$ cat config.mk
export PLATFORM = sky130hd
export DESIGN_NAME = dpc_port_ctrl
export DESIGN_NICKNAME = d
export VERILOG_FILES = /design/src/verilog/dpc_pkg.sv /design/src/verilog/dpc_port_ctrl.sv /design/src/verilog/dpc_sync.sv
export VERILOG_INCLUDE_DIRS = /design/src /design/src/verilog
export SDC_FILE = /design/constraint.sdc
export NUM_CORES = 1
export LEC_CHECK = 0
export ABC_AREA = 1
export BUFFER_PORTS_ARGS = -buffer_cell sky130_fd_sc_hd__buf_2
export CORE_AREA = 2 2 127 98
export CTS_CLUSTER_DIAMETER = 120
export DETAILED_ROUTE_END_ITERATION = 7
export DIE_AREA = 0 0 129 100
export GPL_TIMING_DRIVEN = 0
export MAX_ROUTING_LAYER = met4
export SYNTH_ARGS = -nofsm -noshare
export SYNTH_HDL_FRONTEND = slang
export SYNTH_SLANG_ARGS = --single-unit
$ cat constraint.sdc
create_clock -name clock_in -period 1.49 [get_ports clock_in]
set_input_delay 0.2235 -clock clock_in [delete_from_list [all_inputs] [get_ports clock_in]]
set_output_delay 0.2235 -clock clock_in [all_outputs]
set_load 0.1 [all_outputs]
$ cat src/verilog/dpc_params.svh
`ifndef DPC_PARAMS_SVH
`define DPC_PARAMS_SVH

// ----------------------------------------------------------------
// Widths of the memory port and of the sequencer counter.
// ----------------------------------------------------------------
`define DPC_ADDR_W     11
`define DPC_DATA_W     16
`define DPC_CNT_W      8

// ----------------------------------------------------------------
// Timing in nanoseconds and derived clock cycles at 250 MHz.
// ----------------------------------------------------------------
`define DPC_CLK_NS     4
`define DPC_SYNC_CYC   2
`define DPC_ARB_NS     45
`define DPC_ARB_CYC    ((`DPC_ARB_NS + `DPC_CLK_NS - 1) / `DPC_CLK_NS)
`define DPC_WH_NS      30
`define DPC_WH_CYC     ((`DPC_WH_NS + `DPC_CLK_NS - 1) / `DPC_CLK_NS)
`define DPC_WP_NS      90
`define DPC_WP_CYC     ((`DPC_WP_NS + `DPC_CLK_NS - 1) / `DPC_CLK_NS)
`define DPC_RD_NS      90
`define DPC_RD_CYC     ((`DPC_RD_NS + `DPC_CLK_NS - 1) / `DPC_CLK_NS + `DPC_SYNC_CYC)
`define DPC_SETTLE_CYC (`DPC_ARB_CYC + `DPC_SYNC_CYC)

`endif

$ cat src/verilog/dpc_pkg.sv
`include "dpc_params.svh"

package dpc_pkg;

  // Request from the user side: one word access.
  typedef struct packed {
    logic                     write;
    logic [1:0]               lane;
    logic [`DPC_ADDR_W-1:0]   addr;
    logic [`DPC_DATA_W-1:0]   wdata;
  } dpc_cmd_s;

  // Control pins toward one memory port, all active low but the address.
  typedef struct packed {
    logic [`DPC_ADDR_W-1:0]   addr;
    logic                     select_n;
    logic                     out_enable_n;
    logic                     lower_lane_write_n;
    logic                     upper_lane_write_n;
  } dpc_pins_s;

  // Access sequencer states.
  typedef enum logic [3:0] {
    DPC_IDLE   = 4'b0001,
    DPC_SETTLE = 4'b0010,
    DPC_WRITE  = 4'b0100,
    DPC_READ   = 4'b1000
  } dpc_state_e;

endpackage

$ cat src/verilog/dpc_port_ctrl.sv
`timescale 1ns/1ns
`include "dpc_params.svh"

// Contract
// - Keep the write pulse active a hold time after the flag releases.
// - Hold both follower conflict inputs high for unrestricted access; the model has only the left one, inh_n, which t_inhibit drives low.
// - Start no follower write before the arbiter flag has settled.
// - Delay the write pulse by the maximum arbitration time.
module dpc_port_ctrl (
  input  wire logic                    clock_in,
  input  wire logic                    rst_in,
  input  wire logic                    ce_in,
  input  wire logic                    cmd_valid_in,
  input  wire dpc_pkg::dpc_cmd_s       cmd_in,
  output logic                         ready_out,
  output logic                         done_out,
  output logic                         conflict_out,
  output logic [`DPC_DATA_W-1:0]       rdata_out,
  output dpc_pkg::dpc_pins_s           pins_out,
  input  wire logic                    conflict_flag_n_in,
  input  wire logic [`DPC_DATA_W-1:0]  data_in,
  output logic [`DPC_DATA_W-1:0]       data_out,
  output logic                         data_oe_n_out
);
  import dpc_pkg::*;

  localparam int ARB_CYC = `DPC_SETTLE_CYC;
  localparam int WH_CYC  = `DPC_WH_CYC;

  // ----------------------------------------------------------------
  // Pin synchronisers.
  // ----------------------------------------------------------------
  logic [`DPC_DATA_W:0] pin_sync;
  logic                 flag_n;
  logic [`DPC_DATA_W-1:0] rd_sync;

  // The idle flag level is high, so reset loads a one there.
  dpc_sync #(.W(`DPC_DATA_W + 1)) u_sync (
    .clock_in     (clock_in),
    .rst_in       (rst_in),
    .ce_in        (ce_in),
    .async_in     ({conflict_flag_n_in, data_in}),
    .reset_val_in ({1'b1, {`DPC_DATA_W{1'b0}}}),
    .sync_out     (pin_sync)
  );

  assign flag_n  = pin_sync[`DPC_DATA_W];
  assign rd_sync = pin_sync[`DPC_DATA_W-1:0];

  // ----------------------------------------------------------------
  // Access sequencer.
  // ----------------------------------------------------------------
  dpc_state_e               state_ff,     nxt_state;
  logic [`DPC_CNT_W-1:0]    cnt_ff,       nxt_cnt;
  dpc_cmd_s                 cmd_ff,       nxt_cmd;
  dpc_pins_s                pins_ff,      nxt_pins;
  logic [`DPC_DATA_W-1:0]   dout_ff,      nxt_dout;
  logic                     doe_n_ff,     nxt_doe_n;
  logic                     ready_ff,     nxt_ready;
  logic                     done_ff,      nxt_done;
  logic                     conf_ff,      nxt_conf;
  logic                     seen_ff,      nxt_seen;
  logic [`DPC_DATA_W-1:0]   rdata_ff,     nxt_rdata;

  // Next-state logic for the whole access sequence.
  always_comb begin
    nxt_state = state_ff;
    nxt_cnt   = cnt_ff;
    nxt_cmd   = cmd_ff;
    nxt_pins  = pins_ff;
    nxt_dout  = dout_ff;
    nxt_doe_n = doe_n_ff;
    nxt_ready = ready_ff;
    nxt_done  = 1'b0;
    nxt_conf  = conf_ff;
    nxt_seen  = seen_ff;
    nxt_rdata = rdata_ff;
    if (ce_in) begin
      unique case (state_ff)
        DPC_IDLE: begin
          if (cmd_valid_in && ready_ff) begin
            nxt_cmd           = cmd_in;
            nxt_pins.addr     = cmd_in.addr;
            nxt_pins.select_n = 1'b0;
            nxt_cnt           = `DPC_CNT_W'(`DPC_SETTLE_CYC);
            nxt_seen          = 1'b0;
            nxt_ready         = 1'b0;
            nxt_state         = DPC_SETTLE;
          end
        end
        DPC_SETTLE: begin
          // The write strobe waits until arbitration has settled.
          if (cnt_ff <= `DPC_CNT_W'(1)) begin
            if (cmd_ff.write) begin
              nxt_pins.lower_lane_write_n = ~cmd_ff.lane[0];
              nxt_pins.upper_lane_write_n = ~cmd_ff.lane[1];
              nxt_dout  = cmd_ff.wdata;
              nxt_doe_n = 1'b0;
              nxt_cnt   = `DPC_CNT_W'(`DPC_WP_CYC);
              nxt_state = DPC_WRITE;
            end else begin
              nxt_pins.out_enable_n = 1'b0;
              nxt_cnt   = `DPC_CNT_W'(`DPC_RD_CYC);
              nxt_state = DPC_READ;
            end
          end else begin
            nxt_cnt = cnt_ff - `DPC_CNT_W'(1);
          end
        end
        DPC_WRITE: begin
          // A low flag restarts the hold count, so the strobe outlasts it.
          if (!flag_n) begin
            nxt_seen = 1'b1;
            nxt_cnt  = `DPC_CNT_W'(`DPC_WH_CYC);
          end else if (cnt_ff <= `DPC_CNT_W'(1)) begin
            nxt_pins.lower_lane_write_n = 1'b1;
            nxt_pins.upper_lane_write_n = 1'b1;
            nxt_pins.select_n = 1'b1;
            nxt_doe_n = 1'b1;
            nxt_conf  = seen_ff;
            nxt_done  = 1'b1;
            nxt_ready = 1'b1;
            nxt_state = DPC_IDLE;
          end else begin
            nxt_cnt = cnt_ff - `DPC_CNT_W'(1);
          end
        end
        DPC_READ: begin
          // Data read under contention may be stale; it is reported.
          if (!flag_n) begin
            nxt_seen = 1'b1;
          end
          if (cnt_ff <= `DPC_CNT_W'(1)) begin
            nxt_rdata             = rd_sync;
            nxt_pins.out_enable_n = 1'b1;
            nxt_pins.select_n     = 1'b1;
            nxt_conf  = seen_ff | ~flag_n;
            nxt_done  = 1'b1;
            nxt_ready = 1'b1;
            nxt_state = DPC_IDLE;
          end else begin
            nxt_cnt = cnt_ff - `DPC_CNT_W'(1);
          end
        end
        default: begin
          nxt_state = DPC_IDLE;
        end
      endcase
    end else begin
      nxt_done = done_ff;
    end
  end

  // Registers of the sequencer; reset parks every pin inactive.
  always_ff @(posedge clock_in) begin
    if (rst_in) begin
      state_ff <= DPC_IDLE;
      cnt_ff   <= '0;
      cmd_ff   <= '0;
      pins_ff  <= '{addr: '0, select_n: 1'b1, out_enable_n: 1'b1,
                    lower_lane_write_n: 1'b1, upper_lane_write_n: 1'b1};
      dout_ff  <= '0;
      doe_n_ff <= 1'b1;
      ready_ff <= 1'b1;
      done_ff  <= 1'b0;
      conf_ff  <= 1'b0;
      seen_ff  <= 1'b0;
      rdata_ff <= '0;
    end else begin
      state_ff <= nxt_state;
      cnt_ff   <= nxt_cnt;
      cmd_ff   <= nxt_cmd;
      pins_ff  <= nxt_pins;
      dout_ff  <= nxt_dout;
      doe_n_ff <= nxt_doe_n;
      ready_ff <= nxt_ready;
      done_ff  <= nxt_done;
      conf_ff  <= nxt_conf;
      seen_ff  <= nxt_seen;
      rdata_ff <= nxt_rdata;
    end
  end

  // Outputs come straight from the registers.
  assign ready_out     = ready_ff;
  assign done_out      = done_ff;
  assign conflict_out  = conf_ff;
  assign rdata_out     = rdata_ff;
  assign pins_out      = pins_ff;
  assign data_out      = dout_ff;
  assign data_oe_n_out = doe_n_ff;

  // ----------------------------------------------------------------
  // Checks on the pin sequence.
  // ----------------------------------------------------------------
  logic [`DPC_CNT_W-1:0] sel_cnt_ff;
  logic [`DPC_CNT_W-1:0] hi_cnt_ff;
  logic                  wr_act;
  logic                  wr_end;

  assign wr_act = ~(pins_ff.lower_lane_write_n & pins_ff.upper_lane_write_n);
  assign wr_end = ce_in && state_ff == DPC_WRITE && nxt_state == DPC_IDLE;

  // Counts cycles selected, and cycles of a high flag during a write.
  always_ff @(posedge clock_in) begin
    if (rst_in) begin
      sel_cnt_ff <= '0;
      hi_cnt_ff  <= '0;
    end else if (ce_in) begin
      sel_cnt_ff <= pins_ff.select_n ? '0 : sel_cnt_ff + `DPC_CNT_W'(1);
      hi_cnt_ff  <= (state_ff == DPC_WRITE && flag_n) ? hi_cnt_ff + `DPC_CNT_W'(1) : '0;
    end
  end
endmodule

$ cat src/verilog/dpc_sync.sv
`timescale 1ns/1ns

// ----------------------------------------------------------------
// Two flip-flop synchroniser for pin inputs.
// ----------------------------------------------------------------
module dpc_sync #(
  parameter int W = 1
) (
  input  wire logic         clock_in,
  input  wire logic         rst_in,
  input  wire logic         ce_in,
  input  wire logic [W-1:0] async_in,
  input  wire logic [W-1:0] reset_val_in,
  output logic      [W-1:0] sync_out
);

  logic [W-1:0] meta_ff;
  logic [W-1:0] sync_ff;
  logic [W-1:0] nxt_meta;
  logic [W-1:0] nxt_sync;

  // The first stage feeds only the second stage.
  always_comb begin
    nxt_meta = ce_in ? async_in : meta_ff;
    nxt_sync = ce_in ? meta_ff : sync_ff;
  end

  // Reset loads the idle level the caller names.
  always_ff @(posedge clock_in) begin
    if (rst_in) begin
      meta_ff <= reset_val_in;
      sync_ff <= reset_val_in;
    end else begin
      meta_ff <= nxt_meta;
      sync_ff <= nxt_sync;
    end
  end

  assign sync_out = sync_ff;

endmodule

==> summary.md, run 1 <==
| Metric | Value |
|---|---|
| Run status | finished, violations left |
| Failing checks | setup timing |
| Clock skew | 0.0101 ns |
| Post-synth cell types | 33 |
| GRT Util Overall | 21.0% |
| Compound-cell area share of the yosys netlist | 19.7% |
| Period minus WS final | 1.56 ns |
| Hold_buf cts | 0 |
| Syn Nets | 652 |
| Wl on met1 | 6.13 mm |
| Vias in the first global route | 4,101 |
| Leakage power | 2.82 nW |
| Commonest non-fill, non-tap cell in the layout | nor2_1 |
| Fmax achieved | 643 MHz |
| Routability cong. | 0.901 |
| Crit Path Max Fanout | 6 |
| Inserted Clock Buffers | 17 |
| I/O Pins | 102 |
| Period utilisation layout | 104% |
| DR WL/cell | 14.0 um |
| Met2 WL | 5.83 mm |
| Largest net degree at the start of global routing | 17 |
| Min-delay worst type | input port to flip-flop |
| NumNets Final | 789 |
| Die Span Y | 100 um |
| CTS H-Tree Depth | 4 |
| Max IR drop VDD | 0.000808 V |
| Wirelength, routed | 12.8 mm |
| Most frequent cells in the layout | nor2_1 (128), dfxtp_1 (110), buf_2 (104), o21ai_0 (58), inv_1 (53) |
| Clock-pin slew of the registers on the worst-case setup and hold paths | 0.05 ns |
| First-pass GRT wire length | 20.3 mm |
| Simple-Gate Fraction of Synth Area | 19.7% |
| CTS Buffer Depth | 2 |
| Antenna violations before repair | 0 |
| Synth warnings | 0 |
| RSZ-0062 raised after global routing | true |
| Met3 WL post-DR | 614 um |
| Grt ovf | 0 |
| Placed Area | 0.00532 mm^2 |
| Fin. Hold Viols | 0 |
| Worst skew pair latency | 0.41 ns |
| Crit path DAT | 1.90 ns |
| Startpoint class of the critical path | flip-flop |
| Final instance area | 0.00656 mm^2 |
| Via density | 4.84 |
| Post-Place Cells | 865 |
| DIE AREA | 0.0129 mm^2 |
| Layout area overhead | 42.5% |
| Critical setup path kind | flip-flop to flip-flop |
| Root Buffer | clkbuf_16 |
| Mux share of post-synthesis cell area | 0% |
| Number of synthesized register bits | 117 |
| Layout cells sized above 1 | 33.6% |
| Main combinational cell family by area after synthesis | compound AO/OA/AOI/OAI gates |
| Pwr dens | 1550 mW/mm^2 |
| Setup ws final | -0.0664 ns |
| Synth Area in XOR/XNOR | 0.571% |
| Max capacitance violation total | 0 |
| Core footprint | 0.0119 mm^2 |
| Gate Count Post-Synth | 598 |
| Reg2reg path depth | 9 |
| Mean area per synthesized cell | 7.69 um^2 |
| FP Rows | 35 |
| Post-Layout Cell Count | 911 |
| Sequential element share of the synthesized area | 50.9% |
| Slew HR | 35.5% |
| CTS tree | built |
| Highest routed layer | met4 |
| Worst setup EP type | flip-flop |
| Hold Crit Depth | 3 |
| Detailed Place HPWL | 8.70 mm |
| Drt first pass iters | 5 |
| Total chip power | 10.2 mW |
| DIE WIDTH | 129 um |
| Via count | 4,410 |
| Max Slew Vio Count | 0 |
| DRC Markers | 0 |
| # diodes | 0 |
| PortBufs | 101 |
| Worst-margin pin slew | 0.968 ns |
| Sink Count | 117 |
| Cell area after synthesis | 0.00460 mm^2 |
| Antenna violation net count after detailed routing | 0 |
| Critical Path RT | 1.83 ns |
| Initial Util | 38.8% |
| Post-Synth Adder-Cell Area | 0.816% |
| Final setup violating endpoints | 40 |
| 1st-iter DRT viols | 288 |
worst max-delay path, cell delays in order, from the launching register on:
cell and delay, ns:
dfxtp_4 0.36, inv_4 0.06, ha_4 0.14, nor2_4 0.04, nor2_4 0.09, nand2_4 0.10, inv_8 0.10, nand3_4 0.15
bufbuf_16 0.32, a21oi_1 0.13
cells by family after synthesis:
family | Yosys count
adders and majority gates | 3
AOI/OAI and AO/OA | 171
buffers and inverters | 96
xor gates and xnor gates | 3
DFF | 117
and+or+nand+nor | 208
cell type report:
class | count | area, um^2
inverter | 66 | 268
multi-input combinational | 385 | 2220
sequential | 117 | 2360
timing repair inverter | 1 | 8.76
clock buffer | 26 | 519
buffer | 30 | 185
clock inverter | 3 | 90.1
timing repair buffer | 117 | 702
tap | 166 | 208
fill | 1102 | 5310
report_power, final:
group / switching, mW / internal, mW
Sequential: 0.189 / 3.41
Combinational: 1.68 / 0.725
Clock: 1.31 / 2.87
per-layer routing:
layer | track usage, % | vias to the layer above
met2 | 31.3 | 126
met5 | - | -
met1 | 27.6 | 2047
met4 | 8.28 | 0
li1 | - | 2213
met3 | 5.01 | 24
metrics by stage:
| step | setup slack, ns | util, % | TNS (ns) | hold WS (ns) |
|---|---|---|---|---|
| CTS | -0.0412 | 52.5 | -0.485 | 0.0345 |
| finish | -0.0664 | 55.3 | -1.22 | 0.0443 |
| floorplan | -0.00542 | - | -0.00542 | 0.303 |
| detailed placement | -0.393 | 44.8 | -12.82 | 0.436 |
| global route | -0.134 | 55.3 | -4.30 | 0.0390 |
| global placement | -0.335 | 44.8 | -10.14 | 0.431 |
synth_stat cells:
cell type | n | share of area, %
o21ai_1 | 10 | 1.1
clkinv_2 | 1 | 0.11
o2bb2ai_1 | 1 | 0.19
ha_1 | 3 | 0.82
o211ai_1 | 3 | 0.49
inv_1 | 55 | 4.5
buf_6 | 1 | 0.24
xor2_1 | 3 | 0.57
nor2_4 | 2 | 0.49
buf_1 | 1 | 0.082
buf_2 | 9 | 0.98
nand3_2 | 3 | 0.65
nor2_1 | 133 | 11
dfxtp_1 | 117 | 51
nor3_1 | 2 | 0.22
nand3_4 | 2 | 0.76
nand4_1 | 2 | 0.27
o21ai_0 | 95 | 10
o21ai_2 | 1 | 0.19
o31ai_1 | 2 | 0.33
clkbuf_1 | 19 | 1.6
nor2_2 | 7 | 0.95
inv_2 | 9 | 0.73
inv_6 | 1 | 0.19
o2111ai_1 | 1 | 0.19
o21bai_1 | 1 | 0.16
a21oi_1 | 55 | 6.0
nand2_4 | 1 | 0.24
nand2_1 | 36 | 2.9
nand3_1 | 16 | 1.7
o21ai_4 | 1 | 0.35
nand2_2 | 4 | 0.54
a21oi_4 | 1 | 0.35
sequential cells by signal, summed over array words and instances (netlist names), 4 cells and up:
name	count
data_out	16
rdata_out	16
state_ff	4
u_sync.sync_out	17
pins_out	15
cmd_ff	19
cnt_ff	8
u_sync.meta_ff	17
timing repair:
| action | CTS | global route |
|---|---|---|
| setup endpoints to repair | 66 | 77 |
| resized for setup | 60 | 97 |
| setup buffers | 9 | 3 |
| cloned | 3 | 2 |
| pin swaps | 7 | 4 |
final timing paths:
kind,start,end,slack [ns]
setup / recovery,cnt_ff[0],rdata_out[11],-0.07
hold / removal,data_in[9],u_sync.meta_ff[9],0.04
setup reg to reg,cnt_ff[0],rdata_out[11],-0.07
hold reg to reg,data_out[8],data_out[8],0.44
No activity file was read; power rests on OpenSTA's default activity.
==> run 2: changes to the inputs <==
--- a/config.mk
+++ b/config.mk
@@ -14,6 +14,8 @@
 export DIE_AREA = 0 0 129 100
 export GPL_TIMING_DRIVEN = 0
 export MAX_ROUTING_LAYER = met4
+export PLACE_DENSITY = 0.63
+export SETUP_SLACK_MARGIN = 0.1
 export SYNTH_ARGS = -nofsm -noshare
 export SYNTH_HDL_FRONTEND = slang
 export SYNTH_SLANG_ARGS = --single-unit
==> run 2 against run 1 <==
  * The flow still finishes with violations (setup timing)
  * Routed wire length grew 2.1%
  * Sequential cell count did not move
  * Clock power rose by 4%
  * Clock skew down 0.0030 ns
  * Global-route usage fell by 0.15 points
  * Power increased by 4.4%
  * Non-clock buffer count increased by 3
  * Critical path type unchanged
  * First-iteration DRC count is 7.3% higher
  * Final cell count increased by 0.77%
  * Critical path depth increased by 1
  * Highest routed layer unchanged
  * Utilization rose by 1.1 points
==> summary.md, run 2 (synthesis results as in run 1) <==
| Metric | Value |
|---|---|
| Inserted Clock Buffers | 17 |
| DIE AREA | 0.0129 mm^2 |
| Grt ovf | 0 |
| Run status | finished, violations left |
| Antenna violation net count after detailed routing | 0 |
| Comb power frac | 25.2% |
| Fmax achieved | 648 MHz |
| Max Slew Vio Count | 0 |
| Largest net degree at the start of global routing | 17 |
| Reg power frac | 33.8% |
| Worst stage delay on the critical path | 0.34 ns |
| Layout cells sized above 1 | 33.9% |
| Commonest non-fill, non-tap cell in the layout | nor2_1 |
| Root Buffer | clkbuf_16 |
| Placement Setup Slack | -0.160 ns |
| RSZ-0062 raised after global routing | true |
| Failing checks | setup timing |
| DIE WIDTH | 129 um |
| CTS Buffer Depth | 2 |
| NumNets Final | 793 |
| Routability cong. | 0.898 |
| First-pass GRT wire length | 20.4 mm |
| # diodes | 0 |
| CTS H-Tree Depth | 4 |
| Startpoint class of the critical path | flip-flop |
| Drt first pass iters | 7 |
| Largest Register | cmd_ff |
| Core footprint | 0.0119 mm^2 |
| Antenna violations before repair | 0 |
| Slew HR | 43.0% |
| Vias in the first global route | 4,269 |
| Max IR drop VDD | 0.000905 V |
| DR WL/cell | 14.2 um |
| Die Span Y | 100 um |
| DRC Markers | 0 |
| Internal | 7.25 mW |
| Critical setup path kind | flip-flop to flip-flop |
| Setup ws final | -0.0540 ns |
| Final setup violating endpoints | 33 |
| Worst-margin pin slew | 0.854 ns |
| Worst skew pair latency | 0.41 ns |
| Via count | 4,490 |
| Crit path DAT | 1.88 ns |
| Via density | 4.89 |
| Period utilisation layout | 104% |
| Initial Util | 38.8% |
| Layout area overhead | 45.4% |
| Worst-path cell chain | inv_1 > nand2_2 > nor2_4 > buf_4 > nand2_8 > buf_4 > buf_4 > o21ai_1 > o21ai_1 > a21oi_1 |
| PortBufs | 101 |
| Max capacitance violation total | 0 |
| Max reg flops | 19 |
| Total chip power | 10.6 mW |
| Period minus WS final | 1.54 ns |
| Sink Count | 117 |
| CP max-delay cell | dfxtp_1 |
| Leakage power | 2.82 nW |
| Min-delay worst type | input port to flip-flop |
| Fin. Hold Viols | 0 |
| Most frequent cells in the layout | nor2_1 (126), dfxtp_1 (110), inv_1 (53), buf_2 (52), o21ai_0 (50) |
| CTS tree | built |
| # fillers | 1,046 |
| Clock-pin slew of the registers on the worst-case setup and hold paths | 0.06 ns |
| GRT Util Overall | 20.8% |
| Clk network pwr share | 41.0% |
| 1st-iter DRT viols | 309 |
| P_sw | 3.38 mW |
| Pwr dens | 1590 mW/mm^2 |
| I/O Pins | 102 |
| Clock skew | 0.00713 ns |
| FP Rows | 35 |
| CP most frequent cell | buf_4 |
| Hold_buf cts | 0 |
| Worst setup EP type | flip-flop |
| Critical Path RT | 1.83 ns |
| Wirelength, routed | 13.1 mm |
| Switch share | 31.8% |
| Crit Path Max Fanout | 5 |
| Detailed Place HPWL | 8.64 mm |
[run 2: cell types whose count changed in the layout (fill, tap and decap cells not counted), moves of 8 or more]
cell      change
buf_2        -52
buf_4        +31
clkbuf_4     +24
o21ai_0       -8
o21ai_1      +20
o21ai_2       -9
[run 2: final timing paths]
path,end,slack [ns],cells past startpoint,start
worst max-delay path,cnt_ff[2],-0.05,10,cnt_ff[4]
worst min-delay path,u_sync.meta_ff[7],0.04,3,data_in[7]
worst max register to register,cnt_ff[2],-0.05,10,cnt_ff[4]
worst min register to register,data_out[7],0.44,2,data_out[7]
[run 2: power by group through the flow]
| stage | registers, mW | clock network, mW | logic (mW) |
|---|---|---|---|
| global placement | 3.60 | 0 | 1.95 |
| floorplan | 4.13 | 0 | 1.04 |
| finish | 3.59 | 4.36 | 2.67 |
| global route | 3.62 | 4.56 | 2.86 |
| CTS | 3.58 | 4.40 | 2.34 |
| detailed placement | 3.61 | 0 | 1.99 |
[run 2: what timing repair did]
item / 4_1_cts / 5_1_grt
resized for setup: 123 / 79
hold endpoints to repair: 0 / 0
pin swaps: 17 / 15
buffers inserted: 9 / 9
setup endpoints to repair: 108 / 106
cloned: 3 / 0
[run 2: worst max-delay path, delay by kind of cell (launching register included)]
family	cells	cell delay (ns)
flip-flops	1	0.34
AO/OA/AOI/OAI	3	0.28
AND/OR/NAND/NOR	3	0.32
buffers and inverters	4	0.54
[run 2: final cells by class]
class                   count  area (um^2)  area share (%)
inverters                  66          273            4.08
multi-input cells         386         2210            33.1
repair inverters            1         11.3           0.168
flip-flops and latches    117         2360            35.2
repair buffers            120          796            11.9
clock inverters             9          148            2.21
well taps                 166          208            3.11
clock buffers              23          488            7.30
plain buffers              30          195            2.92
[run 2: through the flow]
stage | instances | utilization (%) | TNS (ns) | hold WS, ns | area [um^2]
finish | 918 | 56.4 | -0.692 | 0.0424 | 6690
detailed placement | 865 | 45.2 | -5.71 | 0.433 | 5360
CTS | 909 | 53.9 | -1.84 | 0.0355 | 6390
global placement | 865 | 45.2 | -2.81 | 0.429 | 5360
global route | 918 | 56.4 | -4.91 | 0.0452 | 6690
floorplan | 598 | - | 0 | 0.303 | 4650
[run 2: layer usage]
| metal | share of wire [%] | vias up | wire, um | GRT usage [%] |
|---|---|---|---|---|
| li1 | - | 2237 | - | - |
| met1 | 47 | 2081 | 6100 | 27.4 |
| met2 | 46 | 152 | 5980 | 31.7 |
| met3 | 6.0 | 20 | 781 | 4.05 |
| met4 | 1.6 | 0 | 204 | 8.53 |
| met5 | 0 | - | 0 | - |
==> run 3: changes to the inputs <==
--- a/config.mk
+++ b/config.mk
@@ -6,15 +6,14 @@
 export SDC_FILE = /design/constraint.sdc
 export NUM_CORES = 1
 export LEC_CHECK = 0
-export ABC_AREA = 1
 export BUFFER_PORTS_ARGS = -buffer_cell sky130_fd_sc_hd__buf_2
-export CORE_AREA = 2 2 127 98
+export CORE_AREA = 2 2 129 99
 export CTS_CLUSTER_DIAMETER = 120
 export DETAILED_ROUTE_END_ITERATION = 7
-export DIE_AREA = 0 0 129 100
+export DIE_AREA = 0 0 131 101
 export GPL_TIMING_DRIVEN = 0
 export MAX_ROUTING_LAYER = met4
-export PLACE_DENSITY = 0.63
+export PLACE_DENSITY = 0.62
 export SETUP_SLACK_MARGIN = 0.1
 export SYNTH_ARGS = -nofsm -noshare
 export SYNTH_HDL_FRONTEND = slang
==> run 3 against run 2 <==
  * Sequential cell count unchanged
  * Count of clock-buffer cells in the layout is 5 lower
  * Die area increased by 2.6%
  * The flow still finishes with violations (setup timing)
  * Non-clock buffer count grew 17
  * Clock skew is 0.0052 ns higher
  * Via count is 1.2% lower
  * Cell area is 7.0% higher
  * Critical path type unchanged
  * Combinational power down 54%
  * Largest power group unchanged
  * Clock power shrank 11%
  * Synthesized cell count decreased by 10%
  * Routed wire length grew 10%
==> summary.md, run 3 <==
| Metric | Value |
|---|---|
| Most frequent cell after synthesis | dfxtp_1 |
| Clock skew | 0.0123 ns |
| Failing checks | setup timing |
| Commonest cells in the netlist | dfxtp_1 (117), nand2_1 (100), nor2_1 (68) |
| FP Rows | 35 |
| Via count | 4,437 |
| Sink Count | 117 |
| Critical Path RT | 1.75 ns |
| Max Slew Vio Count | 0 |
| Cell area after synthesis | 0.00470 mm^2 |
| Layout cells sized above 1 | 44.5% |
| Max IR drop VDD | 0.000749 V |
| Drt first pass iters | 5 |
| Post-synth EDFFs | 0 |
| Clk network pwr share | 46.0% |
| First-pass GRT wire length | 21.4 mm |
| Routability cong. | 0.910 |
| DR WL/cell | 16.7 um |
| Synth top area share | 49.9% |
| Slew HR | 47.0% |
| Grt ovf | 0 |
| Placement Setup Slack | -1.13 ns |
| Antenna violations before repair | 0 |
| PortBufs | 100 |
| # diodes | 0 |
| Synth Area in XOR/XNOR | 1.31% |
| Detailed Place HPWL | 8.95 mm |
| WHS | 0.0478 ns |
| Run status | finished, violations left |
| Fin. Hold Viols | 0 |
| RSZ-0062 raised after global routing | true |
| Wirelength, routed | 14.4 mm |
| Crit path DAT | 2.51 ns |
| Commonest non-fill, non-tap cell in the layout | dfxtp_1 |
| Post-Synth Adder-Cell Area | 0.799% |
| # fillers | 1,011 |
| CP startpoint | cnt_ff[5] |
| Startpoint class of the critical path | flip-flop |
| Mux share of post-synthesis cell area | 11.1% |
| Hold_buf cts | 0 |
| Clock-pin slew of the registers on the worst-case setup and hold paths | 0.06 ns |
| Number of synthesized register bits | 117 |
| Post-synth top area cell | dfxtp_1 |
| Post-synth top flop | dfxtp_1 |
| Root Buffer | clkbuf_16 |
| Setup ws final | -0.759 ns |
| FFs w/ async S/R, synth | 0% |
| Max capacitance violation total | 0 |
| DIE AREA | 0.0132 mm^2 |
| Die Span Y | 101 um |
| Reg power frac | 39.3% |
| Synth warnings | 0 |
| FF-to-FF Start | cnt_ff[5] |
| NumNets Final | 737 |
| Mean area per synthesized cell | 8.76 um^2 |
| Largest Register | cmd_ff |
| Layout area overhead | 52.3% |
| Comb power frac | 14.7% |
| GRT Util Overall | 21.8% |
| Min-delay worst type | input port to flip-flop |
| Core footprint | 0.0120 mm^2 |
| Antenna violation net count after detailed routing | 0 |
| Syn Nets | 590 |
| Post-Place Cells | 802 |
| Most frequent cells in the layout | dfxtp_1 (110), buf_4 (66), nor2_1 (64), nand2_1 (60), buf_2 (53) |
| Gate Count Post-Synth | 536 |
| CTS tree | built |
| Worst-margin pin slew | 0.795 ns |
| Period utilisation layout | 151% |
| Simple-Gate Fraction of Synth Area | 20.5% |
| Compound-cell area share of the yosys netlist | 12.1% |
| DIE WIDTH | 131 um |
| CTS H-Tree Depth | 4 |
| DRC Markers | 0 |
| Leakage power | 3.04 nW |
| Post-Layout Cell Count | 861 |
| 1st-iter DRT viols | 178 |
| Pwr dens | 1180 mW/mm^2 |
| Final setup violating endpoints | 83 |
| Post-synth cell types | 53 |
| CTS Buffer Depth | 2 |
| Crit Path Max Fanout | 8 |
| Switch share | 28.0% |
| Largest net degree at the start of global routing | 17 |
| Via density | 5.15 |
| Total chip power | 8.43 mW |
| Vias in the first global route | 4,326 |
| Internal | 6.07 mW |
| P_sw | 2.36 mW |
| Period minus WS final | 2.25 ns |
| Max reg flops | 19 |
| Main combinational cell family by area after synthesis | simple AND/OR/NAND/NOR gates |
| Critical setup path kind | flip-flop to flip-flop |
| Worst skew pair latency | 0.41 ns |
| Sequential element share of the synthesized area | 49.9% |
| Fmax achieved | 445 MHz |
| Top cells by area, synth | dfxtp_1 (50%), mux2i_1 (11%), nand2_1 (8.0%) |
| I/O Pins | 102 |
| Initial Util | 39.0% |
| Hold path startpoint | cmd_in[11] |
| Worst setup EP type | flip-flop |
| Inserted Clock Buffers | 17 |
==> run 3: worst paths after layout <==
check / slack (ns) / endpoint / cells after the start
worst max-delay path: -0.76 / cnt_ff[0] / 9
worst min-delay path: 0.05 / cmd_ff[11] / 3
worst max register to register: -0.76 / cnt_ff[0] / 9
worst min register to register: 0.45 / pins_out[5] / 2
==> run 3: worst max-delay path, stage by stage (launching register included) <==
cell       delay, ns
dfxtp_2         0.32
or4_4           0.54
nor4_4          0.21
inv_2           0.10
buf_4           0.22
ha_1            0.30
inv_1           0.06
o22a_1          0.11
a2bb2oi_1       0.18
nor2_1          0.07
==> run 3: stage by stage <==
step	util, %	cell area (um^2)	TNS [ns]
2_1_floorplan	-	4830	-29.17
4_1_cts	54.2	6530	-35.09
6_report	59.4	7160	-36.48
3_5_place_dp	46.0	5540	-57.15
3_3_place_gp	46.0	5540	-55.88
5_1_grt	59.4	7160	-42.71
==> run 3: per-layer routing <==
| layer | vias to the layer above | global-route usage, % | wire length (um) |
|---|---|---|---|
| li1 | 2116 | - | - |
| met4 | 0 | 9.08 | 265 |
| met1 | 2136 | 27.4 | 6410 |
| met3 | 31 | 5.20 | 807 |
| met5 | - | - | 0 |
| met2 | 154 | 33.8 | 6910 |
==> run 3: layout make-up <==
| class | instances | area, um^2 | share of cell area (%) |
|---|---|---|---|
| multi-input cells | 372 | 2680 | 37.5 |
| flip-flops and latches | 117 | 2360 | 33.0 |
| repair buffers | 128 | 957 | 13.4 |
| clock buffers | 18 | 439 | 6.14 |
| plain buffers | 39 | 355 | 4.97 |
| well taps | 166 | 208 | 2.90 |
| clock inverters | 13 | 125 | 1.75 |
| inverters | 8 | 30.0 | 0.420 |
==> run 3: kinds of logic (layout without fill, tap and decap cells) <==
group / count (synthesis) / in the layout
buf+inv: 47 / 206
xor+xnor: 7 / 7
simple gates: 217 / 217
flops: 117 / 117
compound gates: 93 / 93
mux: 52 / 52
fa+ha+maj: 3 / 3
==> run 3: what timing repair did <==
action,in CTS,in global routing
gates resized for setup,98,138
cloned,1,5
pin swaps,8,35
setup buffers,12,10
hold endpoints to repair,0,0
endpoints found under the setup margin,142,99
==> run 3: power by group through the flow <==
stage / Clock (mW) / Sequential (mW) / Combinational, mW
after floorplan: 0 / 3.52 / 0.509
after global placement: 0 / 3.37 / 0.879
after detailed placement: 0 / 3.38 / 0.895
after CTS: 3.91 / 3.31 / 1.03
after global routing: 4.07 / 3.33 / 1.32
final: 3.88 / 3.32 / 1.24
